==> src/shared/usb_mux_pkg.sv <==
// constants for the switch power control and detect/idle timing registers
//
// Operation
// - control bit 1 switches the internal power MOSFET off (0) or on (1).
// - power switch bit resets to 1 when bus supply voltage is present.
// - writing 1 to control bit 2 soft-resets the device; writing 0 does nothing.
// - after soft reset, set reset-occurred flag and self-clear the request bit.
// - auto sleep enable at 1 detects sleep automatically, ignoring host sleep commands.
// - auto sleep enable at 0 disables detection; only host commands enter sleep.
// - control bit 6 closes left speaker to data-minus switch; resets open.
// - control bit 7 gates host access to test registers 0x24 to 0x26.
// - control bits 0, 3, 4 are reserved read/write bits resetting to 0.
// - timing bits 3-0 select delay from bus voltage to accessory identification.
// - timing bits 7-4 select switch inactivity time, reset code 1001 is 10 s.
// - with audio or TTY attached, enter sleep after selected inactivity time.
// - mode bit 0 reads 1 after any reset and clears when read.
// - mode bit 2 shows whether the device is in sleep.
package usb_mux_pkg;

	// ----------------------------------------------------------------
	// register offsets
	// ----------------------------------------------------------------
	localparam logic [7:0] ADDR_CONTROL = 8'h1B;
	localparam logic [7:0] ADDR_TIMING = 8'h1C;
	localparam logic [7:0] ADDR_MODE = 8'h1D;
	localparam logic [7:0] ADDR_TEST_FIRST = 8'h24;
	localparam logic [7:0] ADDR_TEST_LAST = 8'h26;

	// ----------------------------------------------------------------
	// field positions
	// ----------------------------------------------------------------
	localparam int BIT_POWER_SWITCH_ON = 1;
	localparam int BIT_SOFT_RESET = 2;
	localparam int BIT_AUTO_SLEEP_ENABLE = 5;
	localparam int BIT_LEFT_SPEAKER_MINUS_SWITCH = 6;
	localparam int BIT_TEST_BANK_UNLOCK = 7;
	localparam logic [7:0] CONTROL_RESERVED_MASK = 8'h19;
	localparam int ID_DELAY_LSB = 0;
	localparam int IDLE_TIME_LSB = 4;
	localparam int BIT_RESET_OCCURRED = 0;
	localparam int BIT_ACTIVE = 1;
	localparam int BIT_SLEEP_STATE = 2;

	// ----------------------------------------------------------------
	// values after reset
	// ----------------------------------------------------------------
	localparam logic [7:0] CONTROL_RESET = 8'h20;
	localparam logic [3:0] ID_DELAY_RESET = 4'h4;
	localparam logic [3:0] IDLE_TIME_RESET = 4'h9;
	localparam logic [1:0] STRAP_WAIT_RESET = 2'h3;

	// ----------------------------------------------------------------
	// timing
	// ----------------------------------------------------------------
	localparam int CLK_PERIOD_NS = 10;
	localparam int MS_TICK_TIME_NS = 1000000;
	localparam int MS_TICK_CYCLES = MS_TICK_TIME_NS / CLK_PERIOD_NS;
	localparam int ID_DELAY_STEP_MS = 100;
	localparam int IDLE_STEP_MS = 1000;
	localparam int TIMER_WIDTH = 14;
	localparam logic [2:0] SOFT_RESET_CYCLES = 3'h4;

	typedef enum logic [1:0] {
		ST_RUN = 2'b01,
		ST_SOFT_RESET = 2'b10
	} ctrl_state_t;

endpackage

==> src/hdl/interval_timer.sv <==
// millisecond interval timer with a programmable limit
`timescale 1ns/1ps
module interval_timer
	import usb_mux_pkg::*;
#(
	parameter int W = TIMER_WIDTH
) (
	input wire logic sys_clk,
	input wire logic nrst,
	input wire logic msTick,
	input wire logic restart,
	input wire logic run,
	input wire logic [W-1:0] limitMs,
	output logic fired,
	output logic expired
);

	logic [W-1:0] count_reg;
	logic expired_reg;
	wire atLimit = (count_reg == limitMs - W'(1));
	wire counting = run && !restart && !expired_reg;

	assign fired = counting && msTick && atLimit;
	assign expired = expired_reg;

	always_ff @(posedge sys_clk or negedge nrst) begin
		if (!nrst) begin
			count_reg <= '0;
			expired_reg <= 1'b0;
		end else if (restart || !run) begin
			count_reg <= '0;
			expired_reg <= 1'b0;
		end else if (fired) begin
			expired_reg <= 1'b1;
		end else if (counting && msTick) begin
			count_reg <= count_reg + W'(1);
		end
	end

endmodule

==> src/hdl/usb_mux_control_timing_regs.sv <==
// control, timing and device mode registers with detect delay and auto sleep
`timescale 1ns/1ps
module usb_mux_control_timing_regs
	import usb_mux_pkg::*;
#(
	parameter int MS_TICK_CYCLES_P = MS_TICK_CYCLES
) (
	input wire logic sys_clk,
	input wire logic nrst,
	input wire logic busVoltage,
	input wire logic regWrite,
	input wire logic regRead,
	input wire logic [7:0] regAddr,
	input wire logic [7:0] regWdata,
	output logic [7:0] regRdata,
	input wire logic [7:0] testRegRdata,
	output logic testRegSelect,
	input wire logic switchActivity,
	input wire logic audioOrTtyAttached,
	output logic powerSwitchOn,
	output logic leftSpeakerMinusSwitch,
	output logic sleepState,
	output logic softResetActive,
	output logic startAccessoryId
);

	// ----------------------------------------------------------------
	// functions
	// ----------------------------------------------------------------
	function automatic logic [TIMER_WIDTH-1:0] stepsToMs(input logic [3:0] code, input int step);
		stepsToMs = TIMER_WIDTH'((int'(code) + 1) * step);
	endfunction

	// ----------------------------------------------------------------
	// declarations
	// ----------------------------------------------------------------
	logic busMeta_reg, busSync_reg, busPrev_reg;
	logic [7:0] control_reg, control_next;
	logic [3:0] idDelay_reg, idDelay_next;
	logic [3:0] idleTime_reg, idleTime_next;
	logic resetOccurred_reg, resetOccurred_next;
	logic active_reg, active_next;
	logic sleep_reg, sleep_next;
	logic [7:0] rdata_reg, rdata_next;
	logic [1:0] strapWait_reg;
	logic [2:0] srCount_reg;
	logic [31:0] tickCount_reg;
	logic msTick_reg;
	ctrl_state_t state_reg, state_next;
	logic idFired, idleFired;

	// ----------------------------------------------------------------
	// decode
	// ----------------------------------------------------------------
	wire inSoftReset = (state_reg == ST_SOFT_RESET);
	wire srDone = inSoftReset && (srCount_reg == SOFT_RESET_CYCLES - 3'h1);
	wire hostWrite = regWrite && !inSoftReset;
	wire hostRead = regRead && !inSoftReset;
	wire wrControl = hostWrite && (regAddr == ADDR_CONTROL);
	wire wrTiming = hostWrite && (regAddr == ADDR_TIMING);
	wire wrMode = hostWrite && (regAddr == ADDR_MODE);
	wire rdMode = hostRead && (regAddr == ADDR_MODE);
	wire inTestRange = (regAddr >= ADDR_TEST_FIRST) && (regAddr <= ADDR_TEST_LAST);
	wire testUnlocked = control_reg[BIT_TEST_BANK_UNLOCK];
	wire softResetRequest = wrControl && regWdata[BIT_SOFT_RESET];
	wire autoSleep = control_reg[BIT_AUTO_SLEEP_ENABLE];
	wire strapLoad = (strapWait_reg == 2'h1);
	wire busRise = busSync_reg && !busPrev_reg;
	wire idleRun = autoSleep && audioOrTtyAttached && !sleep_reg;
	wire hostSleepWrite = wrMode && !autoSleep;

	assign testRegSelect = (regWrite || regRead) && inTestRange && testUnlocked && !inSoftReset;
	assign powerSwitchOn = control_reg[BIT_POWER_SWITCH_ON];
	assign leftSpeakerMinusSwitch = control_reg[BIT_LEFT_SPEAKER_MINUS_SWITCH];
	assign sleepState = sleep_reg;
	assign softResetActive = inSoftReset;
	assign startAccessoryId = idFired;
	assign regRdata = rdata_reg;

	// ----------------------------------------------------------------
	// bus voltage synchroniser and power-up strap capture
	// ----------------------------------------------------------------
	always_ff @(posedge sys_clk or negedge nrst) begin
		if (!nrst) begin
			busMeta_reg <= 1'b0;
			busSync_reg <= 1'b0;
			busPrev_reg <= 1'b0;
			strapWait_reg <= STRAP_WAIT_RESET;
		end else begin
			busMeta_reg <= busVoltage;
			busSync_reg <= busMeta_reg;
			busPrev_reg <= busSync_reg;
			if (strapWait_reg != 2'h0) begin
				strapWait_reg <= strapWait_reg - 2'h1;
			end
		end
	end

	// ----------------------------------------------------------------
	// millisecond tick
	// ----------------------------------------------------------------
	always_ff @(posedge sys_clk or negedge nrst) begin
		if (!nrst) begin
			tickCount_reg <= '0;
			msTick_reg <= 1'b0;
		end else if (tickCount_reg == 32'(MS_TICK_CYCLES_P - 1)) begin
			tickCount_reg <= '0;
			msTick_reg <= 1'b1;
		end else begin
			tickCount_reg <= tickCount_reg + 32'h1;
			msTick_reg <= 1'b0;
		end
	end

	// ----------------------------------------------------------------
	// soft reset sequencer
	// ----------------------------------------------------------------
	always_comb begin
		state_next = state_reg;
		unique case (state_reg)
			ST_RUN: begin
				if (softResetRequest) begin
					state_next = ST_SOFT_RESET;
				end
			end
			ST_SOFT_RESET: begin
				if (srDone) begin
					state_next = ST_RUN;
				end
			end
			default: begin
				state_next = ST_RUN;
			end
		endcase
	end

	always_ff @(posedge sys_clk or negedge nrst) begin
		if (!nrst) begin
			state_reg <= ST_RUN;
			srCount_reg <= 3'h0;
		end else begin
			state_reg <= state_next;
			srCount_reg <= inSoftReset ? srCount_reg + 3'h1 : 3'h0;
		end
	end

	// ----------------------------------------------------------------
	// register next values
	// ----------------------------------------------------------------
	always_comb begin
		control_next = control_reg;
		idDelay_next = idDelay_reg;
		idleTime_next = idleTime_reg;
		active_next = active_reg;
		if (inSoftReset) begin
			// hold documented reset values while the soft reset runs
			control_next = CONTROL_RESET | 8'(1 << BIT_SOFT_RESET);
			control_next[BIT_POWER_SWITCH_ON] = busSync_reg;
			idDelay_next = ID_DELAY_RESET;
			idleTime_next = IDLE_TIME_RESET;
			active_next = 1'b0;
			if (srDone) begin
				control_next[BIT_SOFT_RESET] = 1'b0;
			end
		end else begin
			if (strapLoad) begin
				control_next[BIT_POWER_SWITCH_ON] = busSync_reg;
			end
			if (softResetRequest) begin
				// a reset request moves no switch before the reset takes over
				control_next[BIT_SOFT_RESET] = 1'b1;
			end else if (wrControl) begin
				control_next = regWdata;
			end
			if (wrTiming) begin
				idDelay_next = regWdata[ID_DELAY_LSB +: 4];
				idleTime_next = regWdata[IDLE_TIME_LSB +: 4];
			end
			if (wrMode) begin
				active_next = regWdata[BIT_ACTIVE];
			end
		end
	end

	always_comb begin
		resetOccurred_next = resetOccurred_reg;
		if (rdMode) begin
			resetOccurred_next = 1'b0;
		end
		if (srDone) begin
			resetOccurred_next = 1'b1;
		end
	end

	always_comb begin
		sleep_next = sleep_reg;
		if (hostSleepWrite) begin
			sleep_next = regWdata[BIT_SLEEP_STATE];
		end
		if (autoSleep && switchActivity) begin
			sleep_next = 1'b0;
		end
		if (idleFired) begin
			sleep_next = 1'b1;
		end
		if (inSoftReset) begin
			sleep_next = 1'b0;
		end
	end

	always_comb begin
		rdata_next = 8'h00;
		if (inTestRange && testUnlocked) begin
			rdata_next = testRegRdata;
		end else if (regAddr == ADDR_CONTROL) begin
			rdata_next = control_reg;
		end else if (regAddr == ADDR_TIMING) begin
			rdata_next = {idleTime_reg, idDelay_reg};
		end else if (regAddr == ADDR_MODE) begin
			rdata_next = {5'h00, sleep_reg, active_reg, resetOccurred_reg};
		end
	end

	// ----------------------------------------------------------------
	// register storage
	// ----------------------------------------------------------------
	always_ff @(posedge sys_clk or negedge nrst) begin
		if (!nrst) begin
			control_reg <= CONTROL_RESET;
			idDelay_reg <= ID_DELAY_RESET;
			idleTime_reg <= IDLE_TIME_RESET;
			resetOccurred_reg <= 1'b1;
			active_reg <= 1'b0;
			sleep_reg <= 1'b0;
			rdata_reg <= 8'h00;
		end else begin
			control_reg <= control_next;
			idDelay_reg <= idDelay_next;
			idleTime_reg <= idleTime_next;
			resetOccurred_reg <= resetOccurred_next;
			active_reg <= active_next;
			sleep_reg <= sleep_next;
			if (hostRead) begin
				rdata_reg <= rdata_next;
			end
		end
	end

	// ----------------------------------------------------------------
	// detect delay and inactivity timers
	// ----------------------------------------------------------------
	interval_timer #(
		.W(TIMER_WIDTH)
	) idDelayTimer (
		.sys_clk(sys_clk),
		.nrst(nrst),
		.msTick(msTick_reg),
		.restart(busRise || inSoftReset),
		.run(busSync_reg),
		.limitMs(stepsToMs(idDelay_reg, ID_DELAY_STEP_MS)),
		.fired(idFired),
		.expired()
	);

	interval_timer #(
		.W(TIMER_WIDTH)
	) idleTimer (
		.sys_clk(sys_clk),
		.nrst(nrst),
		.msTick(msTick_reg),
		.restart(switchActivity || inSoftReset),
		.run(idleRun),
		.limitMs(stepsToMs(idleTime_reg, IDLE_STEP_MS)),
		.fired(idleFired),
		.expired()
	);

endmodule

==> config.mk <==
export PLATFORM = sky130hd
export DESIGN_NAME = usb_mux_control_timing_regs
export DESIGN_NICKNAME = d
export VERILOG_FILES = /design/src/shared/usb_mux_pkg.sv /design/src/hdl/interval_timer.sv /design/src/hdl/usb_mux_control_timing_regs.sv
export SDC_FILE = /design/constraint.sdc
export NUM_CORES = 1
export LEC_CHECK = 0
export ABC_AREA = 1
export BUFFER_PORTS_ARGS = -buffer_cell sky130_fd_sc_hd__buf_4
export CAP_MARGIN = 20
export CELL_PAD_IN_SITES_DETAIL_PLACEMENT = 2
export CELL_PAD_IN_SITES_GLOBAL_PLACEMENT = 2
export CORE_MARGIN = 2
export CORE_UTILIZATION = 33
export DETAILED_ROUTE_END_ITERATION = 8
export GPL_TIMING_DRIVEN = 0
export PLACE_DENSITY_LB_ADDON = 0.1
export SYNTH_ARGS = -nofsm -noshare
export SYNTH_HDL_FRONTEND = slang
export SYNTH_SLANG_ARGS = --single-unit
export TNS_END_PERCENT = 20
==> constraint.sdc <==
create_clock -name sys_clk -period 4.6 [get_ports sys_clk]
set_input_delay 0.92 -clock sys_clk [delete_from_list [all_inputs] [get_ports sys_clk]]
set_output_delay 0.92 -clock sys_clk [all_outputs]
set_load 0.05 [all_outputs]
### Yosys cells after proc, flatten, opt, wreduce, memory -nomap -nowiden

Index checks and enable logic that the tools add are counted.

| storage, ports and cells | value |
|---|---|
| logic and storage cells | 144 |
| register bits | 100 |
| output and inout port bits | 14 |
| input bits | 31 |

| operators by class | value |
|---|---|
| $lt $le $gt $ge | 2 |
| reductions and logical operators | 56 |
| multipliers | 2 |
| multiplexer cells | 39 |
| equality and inequality tests | 15 |
| add/sub/neg operators | 9 |

Operators with widths:

| operator | count |
|---|---|
| two-way mux 14 bit | 6 |
| two-way mux 8 bit | 5 |
| adder 32 x 1 -> 32 bit, second input constant | 1 |
| == test 32 x 17 -> 1 bit, second input constant | 1 |
| two-way mux 32 bit | 1 |
| adder 14 x 1 -> 14 bit, second input constant | 2 |
| == test 14 bit | 2 |
| logical AND 1 bit | 26 |
| == test 8 x 5 -> 1 bit, second input constant | 3 |
| nonzero test 2 bit | 9 |
| two-way mux 1 bit | 16 |
| two-way mux 4 bit | 4 |
| subtractor 14 x 1 -> 14 bit, second input constant | 1 |
| subtractor 12 x 1 -> 13 bit, second input constant | 1 |
| multiplier 5 x 7 -> 11 bit, second input constant | 1 |
| adder 4 x 1 -> 5 bit, second input constant | 2 |
| logical NOT 1 bit | 10 |
| multiplier 5 x 5 -> 10 bit, second input constant | 1 |
| greater-or-equal comparator 8 x 6 -> 1 bit, second input constant | 1 |
| <= comparator 8 x 6 -> 1 bit, second input constant | 1 |
| AND reduction 2 bit | 4 |
| two-way mux 2 bit | 3 |
| two-way mux 3 bit | 2 |
| inequality test 2 x 1 -> 1 bit, second input constant | 3 |
| 11 further kinds | 17 |

### Longest topological paths before layout

Gate-level depths: netlist of run 1.

| logic depth | value |
|---|---|
| depth after elaboration | 10 |
| mapped depth | 26 |

### Modules after synthesis

Synthesis of run 1 repeated with hierarchy kept, for this count alone.

| second synthesis, totals | value |
|---|---|
| cells, all modules | 1212 |
| area, all modules | 8314.2 um2 |

Modules (own cells, without submodules):

| module | area each (um2) | sequential area each (um2) | times used | cells an instance |
|---|---|---|---|---|
| usb_mux_control_timing_regs | 5051.1 | 1761.7 | 1 | 683 |
| interval_timer (idDelayTimer) | 1695.4 | 375.4 | 1 | 268 |
| interval_timer (idleTimer) | 1567.8 | 375.4 | 1 | 261 |

### Worst setup path before layout of run 1

No wires, ideal clock.

| timing path | value |
|---|---|
| kind | register -> register |
| start | reg idleTime_reg[0] |
| end | reg idleTimer.count_reg[11] |
| setup time | 0.117 ns |
| buffers on the path | 1 |
| cell stages (with the launch flop) | 20 |
| required time | 4.483 ns |
| path slack | 0.134 ns |
| arrival | 4.350 ns |
| path through | dfstp_2 -> ha_1 -> xor2_1 -> inv_1 -> fa_1 -> fa_1 -> fa_1 -> inv_1 -> ha_1 -> a21oi_1 -> nand2_1 -> nand2_1 -> nand2_1 -> xor2_1 -> xor2_1 -> nor2_1 -> nand2_2 -> buf_4 -> nand3_1 -> nand2_1 |

| between the ends | value |
|---|---|
| cells in the longest elaborated chain, start to end | 7 |

RTL lines:

| item | RTL line | text |
|---|---|---|
| start: declaration | usb_mux_control_timing_regs.sv:40 | `logic [3:0] idleTime_reg, idleTime_next;` |
| start signal: assignment | usb_mux_control_timing_regs.sv:239 | `idleTime_reg <= idleTime_next;` |
| adder 4 x 1 -> 5 bit | usb_mux_control_timing_regs.sv:31 | `stepsToMs = TIMER_WIDTH'((int'(code) + 1) * step);` |
| multiplier 5 x 7 -> 11 bit | usb_mux_control_timing_regs.sv:31 |  |
| subtractor 14 x 1 -> 14 bit | interval_timer.sv:20 | `wire atLimit = (count_reg == limitMs - W'(1));` |
| == test 14 bit | interval_timer.sv:20 |  |
| logical AND 1 bit | interval_timer.sv:23 | `assign fired = counting && msTick && atLimit;` |
| inequality test 2 x 1 -> 1 bit (no source line) | n/a |  |
| AND reduction 2 bit (no source line) | n/a |  |
| end signal: assignment | interval_timer.sv:36 | `count_reg <= count_reg + W'(1);` |
| end: declaration | interval_timer.sv:18 | `logic [W-1:0] count_reg;` |

Every way passes these cells.
A chain may end at the register's enable or synchronous reset.

### Worst setup path after layout of run 1

| timing path | value |
|---|---|
| start | reg idDelay_reg[0] |
| end | out startAccessoryId |

| between the ends | value |
|---|---|
| cells in the longest elaborated chain, start to end | 5 |

RTL lines:

| item | RTL line | text |
|---|---|---|
| start: declaration | usb_mux_control_timing_regs.sv:39 | `logic [3:0] idDelay_reg, idDelay_next;` |
| start signal: assignment | usb_mux_control_timing_regs.sv:238 | `idDelay_reg <= idDelay_next;` |
| adder 4 x 1 -> 5 bit | usb_mux_control_timing_regs.sv:31 |  |
| multiplier 5 x 5 -> 10 bit | usb_mux_control_timing_regs.sv:31 |  |
| subtractor 12 x 1 -> 13 bit | interval_timer.sv:20 |  |
| == test 14 bit | interval_timer.sv:20 |  |
| logical AND 1 bit | interval_timer.sv:23 |  |
| end: declaration | usb_mux_control_timing_regs.sv:24 | `output logic startAccessoryId` |

Every way passes these cells.

==> flow_summary.toml, run 1 <==
[run_status]
outcome = "complete, no violations"

[synthesis]
async_flop_share = 1.00
synth_edf_count = 0
yosys_warnings = 0
synth_cell_type_count = 49
syn_avg_cell_area_sq_um = 7.42
synthCells = 972
syn_area_sq_um = 7210
ys_seq_area_frac = 0.348
syn_nets = 1056
ys_ff_latch = 100
synth_flop_cell = "dfrtp_1"

[timing]
finalMaxSlewViolations = 0
finalCriticalPeriod_ns = 4.47
finalHoldViolCount = 0
rsz0062_at_grt = "yes"
fmax_mhz = 224
tightest_slew_ns = 0.819
finalSetupViolCount = 0
slew_headroom = 0.449
finalClockSkew_ns = 0.0137
finalCritPeriodShare = 0.971
hold_ws_ns = 0.393
finalSetupTns_ns = 0

[detailed_routing]
drc_errors = 0
firstDrtPassIters = 4
final_antenna_net_count = 0
wl_um = 22800
first_iter_violations = 157
vias = 6707
vias_per_cell = 5.01
routedWlPerCell_um = 17.0

[placement]
finalWeightedCongestion = 0.752
dp_hpwl_um = 16600
dpl_cell_area_sq_um = 7920
io_buffers = 44

[floorplan]
floorplan.initialDensity = 0.334
ios = 45
die_area_sq_um = 23000
num_rows = 54
dieHeight_um = 152
core_area_sq_um = 21600
fp.dieW_um = 152

[global_route]
antenna_found_initial = 0
use_met1 = 0.256
grt_pass1_wl_um = 36800
grtUsageTotal = 0.194
grt_max_degree = 57
grtUsageMet3 = 0.0245
grt_pass1_vias = 7248
grtUsageMet2 = 0.344
grt.busiest_layer = "met2"
globalRouteOverflowTotal = 0

[clock_tree]
root_buffer = "clkbuf_16"
clock_sinks = 100
cts_tree = "yes"
postCtsHoldBufs = 0
clock_latency_ns = 0.35
htree_num_levels = 3
path_clk_slew_ns = 0.08
cts_inserted_buffers = 9
clockBufferDepth = 2

[final_layout]
diodes = 0
syn_to_final_growth_pct = 22.8
drive_gt1_frac = 0.185
n_fill_cell = 2524
largest_reg_flops = 32
post-route-util = 0.409
final_common_cell = "nand2_1"
nets = 1139
layout_common_cells = "nand2_1, inv_1, dfrtp_1"
final_cell_area_sq_um = 8850

[worst_setup_path]
critPathRequiredTime_ns = 3.68
crit_fanout = 7
critical_path_class = "flop to primary output"
endpoint_kind = "primary output"
arrival_ns = 3.55
start_kind = "flop"

[power]
ir_drop_uv = 173
p_leak_nw = 4.28
powerDensity_nw_per_um2 = 269
power_mw = 2.38

[min_path]
hold_path.class = "flop to flop"

[run]
maxCapViolCount = 0
==> power by group <==
group | switching, mW | leakage, nW | internal [mW]
combinational | 0.413 | 2.81 | 0.301
sequential | 0.0118 | 1.33 | 0.892
clock | 0.360 | 0.135 | 0.401
==> path summary, 6_finish.rpt <==
| path | start | to | slack [ns] | cells past startpoint |
|---|---|---|---|---|
| max in group asynchronous | nrst | idleTimer.count_reg[5] | 3.29 | 2 |
| max reg2reg | idleTime_reg[0] | idleTimer.count_reg[8] | 0.17 | 21 |
| min | busMeta_reg | busSync_reg | 0.39 | 0 |
| min in group asynchronous | nrst | idDelayTimer.count_reg[9] | 0.59 | 1 |
| min reg2reg | busMeta_reg | busSync_reg | 0.39 | 0 |
| max | idDelay_reg[0] | startAccessoryId | 0.13 | 19 |
==> routing by layer <==
layer,vias up,part of all wire
met4,0,0.0094
met2,39,0.52
met5,-,0
li1,3283,-
met3,15,0.014
met1,3370,0.46
==> stage by stage <==
| step | instances | setup slack, ns |
|---|---|---|
| 2_1_floorplan | 972 | 0.134 |
| 3_3_place_gp | 1296 | -0.461 |
| 3_5_place_dp | 1297 | -0.636 |
| 4_1_cts | 1322 | 0.0199 |
| 5_1_grt | 1340 | -0.0793 |
| 6_report | 1340 | 0.134 |
==> critical path, stage by stage, from the launching register on <==
cell and delay [ns]:
dfrtp_2 0.45, buf_6 0.15, buf_4 0.14, buf_4 0.16, xor2_1 0.17, ha_1 0.30, ha_2 0.19, inv_1 0.05
fa_2 0.58, nand2_2 0.08, inv_2 0.09, nand3_4 0.09, nor2_4 0.13, nand2_1 0.06, nand3_1 0.08, nand2_1 0.06
nor2_2 0.12, nand3_4 0.09, inv_2 0.07, buf_8 0.13
==> synthesized netlist by cell type, types with 2 or more instances <==
master    instances  area share
a21oi_1          27       0.019
a221oi_1          2      0.0024
a22oi_1           2      0.0021
and3_1            3      0.0026
buf_2             2      0.0014
buf_4             2      0.0021
buf_6             2      0.0031
clkbuf_1          9      0.0047
clkinv_1          3      0.0016
dfrtp_1          92        0.32
dfstp_2           8       0.029
fa_1             10       0.028
ha_1             43       0.075
inv_1           153       0.080
inv_2             8      0.0042
nand2_1         229        0.12
nand2_2           5      0.0043
nand2_4           4      0.0062
nand3_1          77       0.053
nand3_2           2      0.0028
nand3b_1          6      0.0062
nand4_1          20       0.017
nand4_2           2      0.0035
nor2_1           90       0.047
nor2_4            2      0.0031
nor3_1           31       0.022
nor3_2            3      0.0042
nor3b_1           7      0.0073
nor4_1           14       0.012
o21ai_0          26       0.018
o21ai_1           4      0.0028
o221ai_1          3      0.0036
o22ai_1           8      0.0069
or2_2             4      0.0035
xnor2_1          21       0.026
xor2_1           35       0.043
==> final cells by class <==
| cell class | instances | area (sq um) | share of cell area |
|---|---|---|---|
| Buffer | 15 | 91.3 | 0.0103 |
| Inverter | 164 | 623 | 0.0704 |
| Tap cell | 280 | 350 | 0.0396 |
| Clock buffer | 12 | 256 | 0.0290 |
| Multi-Input combinational cell | 692 | 4390 | 0.496 |
| Sequential cell | 100 | 2510 | 0.284 |
| Clock inverter | 4 | 32.5 | 0.00367 |
| Timing Repair Buffer | 73 | 593 | 0.0670 |
==> timing repair <==
action / CTS / global route
cloned: 0 / 1
endpoints found under the setup margin: 17 / 17
pin swaps: 6 / 23
buffers inserted: 10 / 17
resized for setup: 28 / 55
==> logic make-up after synthesis <==
logic type / Yosys count / share of synthesized area
and+or+nand+nor: 504 / 0.321
buffers and inverters: 180 / 0.0972
DFF: 100 / 0.348
AOI/OAI and AO/OA: 79 / 0.0626
xor gates and xnor gates: 56 / 0.0680
adders and majority gates: 53 / 0.102
Power figures use the tool's default switching activity.
==> inputs of run 2 (changes only) <==
CORE_UTILIZATION = 36   (was 33)
clock period = 4.7 ns   (was 4.6 ns; I/O delays follow)
==> run 2 against run 1 <==
  * The flow now finishes with violations (negative setup slack)
  * Clock power is 6.7% higher
  * Sequential cell count stayed put
  * Register-to-register slack got worse by 0.09 ns
  * Setup slack got worse by 0.16 ns
  * Core utilization grew 4.2 points
  * Clock skew fell by 0.0019 ns
  * Combinational power decreased by 1%
  * Die area decreased by 8.1%
  * Largest power group unchanged
==> flow_summary.toml, run 2 (synthesis gave the netlist of run 1 again) <==
[run_status]
outcome = "complete, but fails checks"
violations = "negative setup slack"

[worst_setup_path]
reg2reg_slack_ns = 0.08
endpoint_kind = "primary output"
r2r_start = "idleTime_reg[0]"
r2r-end = "sleepState"
critical_path_class = "flop to primary output"
critPathRequiredTime_ns = 3.76
start_kind = "flop"
r2r_cells = 22
crit_fanout = 5
arrival_ns = 3.78

[floorplan]
die_area_sq_um = 21200
dieHeight_um = 146
ios = 45
fp.dieW_um = 146
floorplan.initialDensity = 0.368
core_area_sq_um = 19600
num_rows = 51

[timing]
finalHoldViolCount = 0
fin_ws_ns = -0.0211
finalCritPeriodShare = 1.00
tightest_slew_ns = 0.921
finalCriticalPeriod_ns = 4.72
finalClockSkew_ns = 0.0118
slew_headroom = 0.381
fmax_mhz = 212
finalMaxSlewViolations = 0
finalSetupViolCount = 1

[min_path]
hold_depth = 0
whs_endpoint = "busSync_reg"
worstHoldStart = "busMeta_reg"
hold_path.class = "flop to flop"

[global_route]
antenna_found_initial = 0
grt_pass1_vias = 7463
grt_pass1_wl_um = 38200
use_met1 = 0.281
globalRouteOverflowTotal = 0
grt.busiest_layer = "met2"
grt_max_degree = 68
grtUsageMet2 = 0.407
grtUsageTotal = 0.220
grtUsageMet3 = 0.0229

[final_layout]
nets = 1142
post-route-util = 0.451
diodes = 0
drive_gt1_frac = 0.182
n_fill_cell = 2217
stdcell_count = 1328
final_cell_area_sq_um = 8840
syn_to_final_growth_pct = 22.6
final_common_cell = "nand2_1"
layout_common_cells = "nand2_1, inv_1, dfrtp_1"
largest_reg_flops = 32

[detailed_routing]
final_antenna_net_count = 0
vias_per_cell = 5.14
first_iter_violations = 236
vias = 6822
drc_errors = 0
firstDrtPassIters = 4
wl_um = 24800
routedWlPerCell_um = 18.7

[clock_tree]
clock_latency_ns = 0.35
cts_inserted_buffers = 9
root_buffer = "clkbuf_16"
path_clk_slew_ns = 0.08
clockBufferDepth = 2
cts_tree = "yes"
postCtsHoldBufs = 0
htree_num_levels = 3
clock_sinks = 100

[run]
maxCapViolCount = 0

[placement]
finalWeightedCongestion = 0.777
dp_cells = 1282
io_buffers = 44
dpl_cell_area_sq_um = 7900
place_ws_ns = -0.463
dp_hpwl_um = 16900

[power]
p_leak_nw = 4.31
ir_drop_uv = 189
p_sw_frac = 0.334
powerDensity_nw_per_um2 = 272
power_mw = 2.40
power_switching_mw = 0.802
p_int_mw = 1.60
power.share.clock = 0.338
p_seq_frac = 0.368
pwr-share-comb = 0.294
## run 2: worst max path at each step
| stage | from | slack (ns) | depth (start not counted) | to |
|---|---|---|---|---|
| finish | idDelay_reg[0] | -0.02 | 23 | startAccessoryId |
| global route | idDelay_reg[0] | -0.20 | 23 | startAccessoryId |
| CTS | idDelay_reg[0] | 0.008 | 22 | startAccessoryId |
| detailed placement | idleTime_reg[0] | -0.46 | 25 | idleTimer.count_reg[1] |
| global placement | idleTime_reg[0] | -0.34 | 25 | idleTimer.count_reg[9] |
| floorplan | idleTime_reg[0] | 0.23 | 19 | idleTimer.count_reg[11] |
## run 2: power groups by stage
stage	sequential (mW)	combinational, mW	clock [mW]
final	0.884	0.707	0.812
after global routing	0.885	0.794	0.862
after CTS	0.883	0.579	0.821
after detailed placement	0.900	0.545	0
after global placement	0.899	0.514	0
after floorplan	0.899	0.385	0
## run 2: through the flow
step	TNS, ns	hold WS, ns
floorplan	0	0.331
global placement	-4.84	0.342
detailed placement	-6.36	0.356
CTS	0	0.371
global route	-1.59	0.379
finish	-0.0211	0.367
## run 2: final cells by class
type | instances | area (sq um) | share of cell area
sequential | 100 | 2510 | 0.284
clock buffer | 10 | 239 | 0.0270
inverter | 164 | 626 | 0.0708
multi-input combinational | 692 | 4340 | 0.491
tap | 265 | 332 | 0.0375
clock inverter | 6 | 71.3 | 0.00807
buffer | 15 | 87.6 | 0.00991
timing repair buffer | 76 | 628 | 0.0711
## run 2: metal layers
metal | wire length, um | share of wire | vias to the layer above
met5 | 0 | 0 | -
met4 | 459 | 0.019 | 0
met3 | 448 | 0.018 | 34
met2 | 13100 | 0.53 | 88
met1 | 10700 | 0.43 | 3420
li1 | - | - | 3280
## run 2: repair_timing
action	4_1_cts	5_1_grt
setup endpoints to repair	17	17
cloned	0	1
gates resized for setup	24	52
pin swaps	3	20
buffers inserted	6	24
## run 2: critical path, cell delays in order, from the launching register on
cell	delay (ns)
dfrtp_1	0.45
ha_2	0.24
nand2_4	0.12
inv_4	0.07
nor2_4	0.18
ha_4	0.24
ha_4	0.28
inv_1	0.06
fa_2	0.39
inv_2	0.08
nand2_4	0.06
nand2_2	0.08
buf_4	0.11
nand2_1	0.05
nand2_1	0.09
inv_1	0.05
nand4_1	0.09
nand2_1	0.07
nor2_1	0.18
nand2_1	0.13
nor2_4	0.11
nand3_4	0.08
inv_2	0.07
buf_8	0.13
==> inputs of run 3 (changes only) <==
SYNTH_HIERARCHICAL = 1   (was unset)
==> run 3 against run 2 <==
  * The run still ends with negative setup slack left
  * Maximum frequency fell by 7.1%
  * First-iteration DRC count rose by 21%
  * Setup slack got worse by 0.36 ns
  * Synthesized area rose by 15%
  * Critical path type unchanged
  * Critical endpoint unchanged
  * Largest cell class unchanged
==> flow_summary.toml, run 3 <==
[synthesis]
synth_flop_cell = "dfrtp_1"
synth.largest_area_cell = "dfrtp_1"
synthCells = 1212
synth_cell_type_count = 46
ys_seq_area_frac = 0.302
yosys_warnings = 6
synth_edf_count = 0
yosysMostFrequentCell = "nand2_1"
netlist_top_cells_count = "nand2_1, nor2_1, inv_1, nand3_1, dfrtp_1"
async_flop_share = 1.00
syn_area_sq_um = 8310
synth_top_area_frac = 0.277
syn_avg_cell_area_sq_um = 6.86
synth.area.top_cells = "dfrtp_1, nand2_1, nand3_1"
ys_ff_latch = 100

[power]
powerDensity_nw_per_um2 = 274
p_leak_nw = 5.00
power_mw = 2.74
ir_drop_uv = 156

[final_layout]
drive_gt1_frac = 0.205
largest_reg_flops = 32
nets = 1398
final_common_cell = "nand2_1"
n_fill_cell = 2689
diodes = 0
post-route-util = 0.443
layout_common_cells = "nand2_1, nor2_1, inv_1"
stdcell_count = 1604
syn_to_final_growth_pct = 20.6

[placement]
finalWeightedCongestion = 0.791
dp_cells = 1558
dp_hpwl_um = 20600
io_buffers = 44

[clock_tree]
clock_sinks = 100
root_buffer = "clkbuf_16"
clockBufferDepth = 2
path_clk_slew_ns = 0.08
cts_inserted_buffers = 9
cts_tree = "yes"
htree_num_levels = 3
postCtsHoldBufs = 0
clock_latency_ns = 0.36

[timing]
finalHoldViolCount = 0
fin_ws_ns = -0.383
finalCriticalPeriod_ns = 5.08
tightest_slew_ns = 0.608
finalSetupViolCount = 17
fmax_mhz = 197
finalMaxSlewViolations = 0
hold_ws_ns = 0.384
slew_headroom = 0.595
rsz0062_at_grt = "yes"
finalCritPeriodShare = 1.08
finalSetupTns_ns = -2.40
finalClockSkew_ns = 0.0134

[detailed_routing]
routedWlPerCell_um = 18.7
final_antenna_net_count = 0
vias_per_cell = 5.09
vias = 8167
first_iter_violations = 286
drc_errors = 0
firstDrtPassIters = 4
wl_um = 29900

[floorplan]
ios = 45
die_area_sq_um = 24300
core_area_sq_um = 22600
floorplan.initialDensity = 0.367
dieHeight_um = 156
fp.dieW_um = 156
num_rows = 55

[worst_setup_path]
endpoint_kind = "primary output"
worstSetupStartpoint = "idDelay_reg[2]"
crit_fanout = 3
critPathRequiredTime_ns = 3.76
arrival_ns = 4.14
critical_path_class = "flop to primary output"
start_kind = "flop"
r2r_start = "idleTime_reg[0]"

[global_route]
grt_max_degree = 61
antenna_found_initial = 0
grt_pass1_vias = 9039
globalRouteOverflowTotal = 0
grtUsageTotal = 0.243
grt_pass1_wl_um = 47200

[run_status]
outcome = "complete, but fails checks"
violations = "negative setup slack"

[min_path]
hold_path.class = "flop to flop"
worstHoldStart = "busMeta_reg"

[run]
maxCapViolCount = 0
run 3: changes by cell type after synthesis, sizes merged, moves of 7 or more:
cell,delta
nor4,-10
nor3,-24
xor2,+11
buf,+8
nor2,+110
nand3,+56
nand2,+134
nor3b,-7
a21oi,-11
run 3: what timing repair did:
action | 4_1_cts | 5_1_grt
resized for setup | 43 | 31
setup buffers | 21 | 8
gates cloned | 1 | 1
pin swaps | 24 | 14
hold endpoints to repair | 0 | 0
setup endpoints to repair | 17 | 17
run 3: cell families (layout without fill, tap and decap cells):
group | count (synthesis) | count (layout) | share of synthesized area
DFF | 100 | 100 | 0.302
other | 1 | 17 | 0.000451
xor gates and xnor gates | 69 | 69 | 0.0727
adders and majority gates | 53 | 53 | 0.0888
AOI/OAI and AO/OA | 51 | 51 | 0.0330
and+or+nand+nor | 749 | 749 | 0.409
buffers and inverters | 188 | 279 | 0.0925
muxes | 1 | 1 | 0.00120
run 3: where the power goes:
| group | switching [mW] | internal (mW) | leakage, nW | total [mW] |
|---|---|---|---|---|
| Clock | 0.390 | 0.386 | 0.147 | 0.776 |
| Sequential | 0.0225 | 0.879 | 1.32 | 0.902 |
| Combinational | 0.657 | 0.410 | 3.53 | 1.07 |
run 3: metal layers:
| layer | GRT usage | part of all wire | up-vias |
|---|---|---|---|
| met3 | 0.0286 | 0.023 | 41 |
| met4 | 0.0485 | 0.024 | 0 |
| li1 | - | - | 3954 |
| met1 | 0.291 | 0.43 | 4066 |
| met2 | 0.464 | 0.53 | 106 |
| met5 | 0 | 0 | - |
run 3: worst paths after layout:
path                                           end  slack (ns)  cells after the start
max reg2reg                idleTimer/count_reg[11]       -0.18                     25
max                               startAccessoryId       -0.38                     24
min in group asynchronous        tickCount_reg[19]        0.57                      1
min                                    busSync_reg        0.38                      0
min reg2reg                            busSync_reg        0.38                      0
max in group asynchronous          idleTime_reg[3]        3.33                      2
run 3: critical path, cell delays in order, from the launching register on:
cell and delay (ns):
dfstp_2 0.58, nand2_2 0.08, inv_2 0.08, nand2_2 0.09
xor2_2 0.26, inv_2 0.12, ha_4 0.30, ha_4 0.20
ha_4 0.23, ha_4 0.29, nand3_1 0.13, nand3_1 0.11
nand2_1 0.12, nor2_1 0.17, nand2_1 0.09, nor2_2 0.12
nand2_1 0.09, nand2_2 0.08, nand2_1 0.05, nand2_1 0.05
nand2_1 0.08, nor2_2 0.14, nand3_4 0.12, inv_2 0.08
buf_8 0.14
run 3: cell type report:
type	instances	area, sq um	area share
clock inverter	6	53.8	0.00536
buffer	21	145	0.0145
multi-input combinational	940	5450	0.544
timing repair buffer	76	636	0.0634
clock buffer	10	239	0.0238
tap	285	357	0.0356
sequential	100	2520	0.251
inverter	166	629	0.0628
run 3: metrics by stage:
stage	worst slack, ns	instance area [sq um]
floorplan	-0.0719	8420
global placement	-0.510	9110
detailed placement	-0.685	9140
CTS	-0.126	9830
global route	-0.576	10000
finish	-0.383	10000
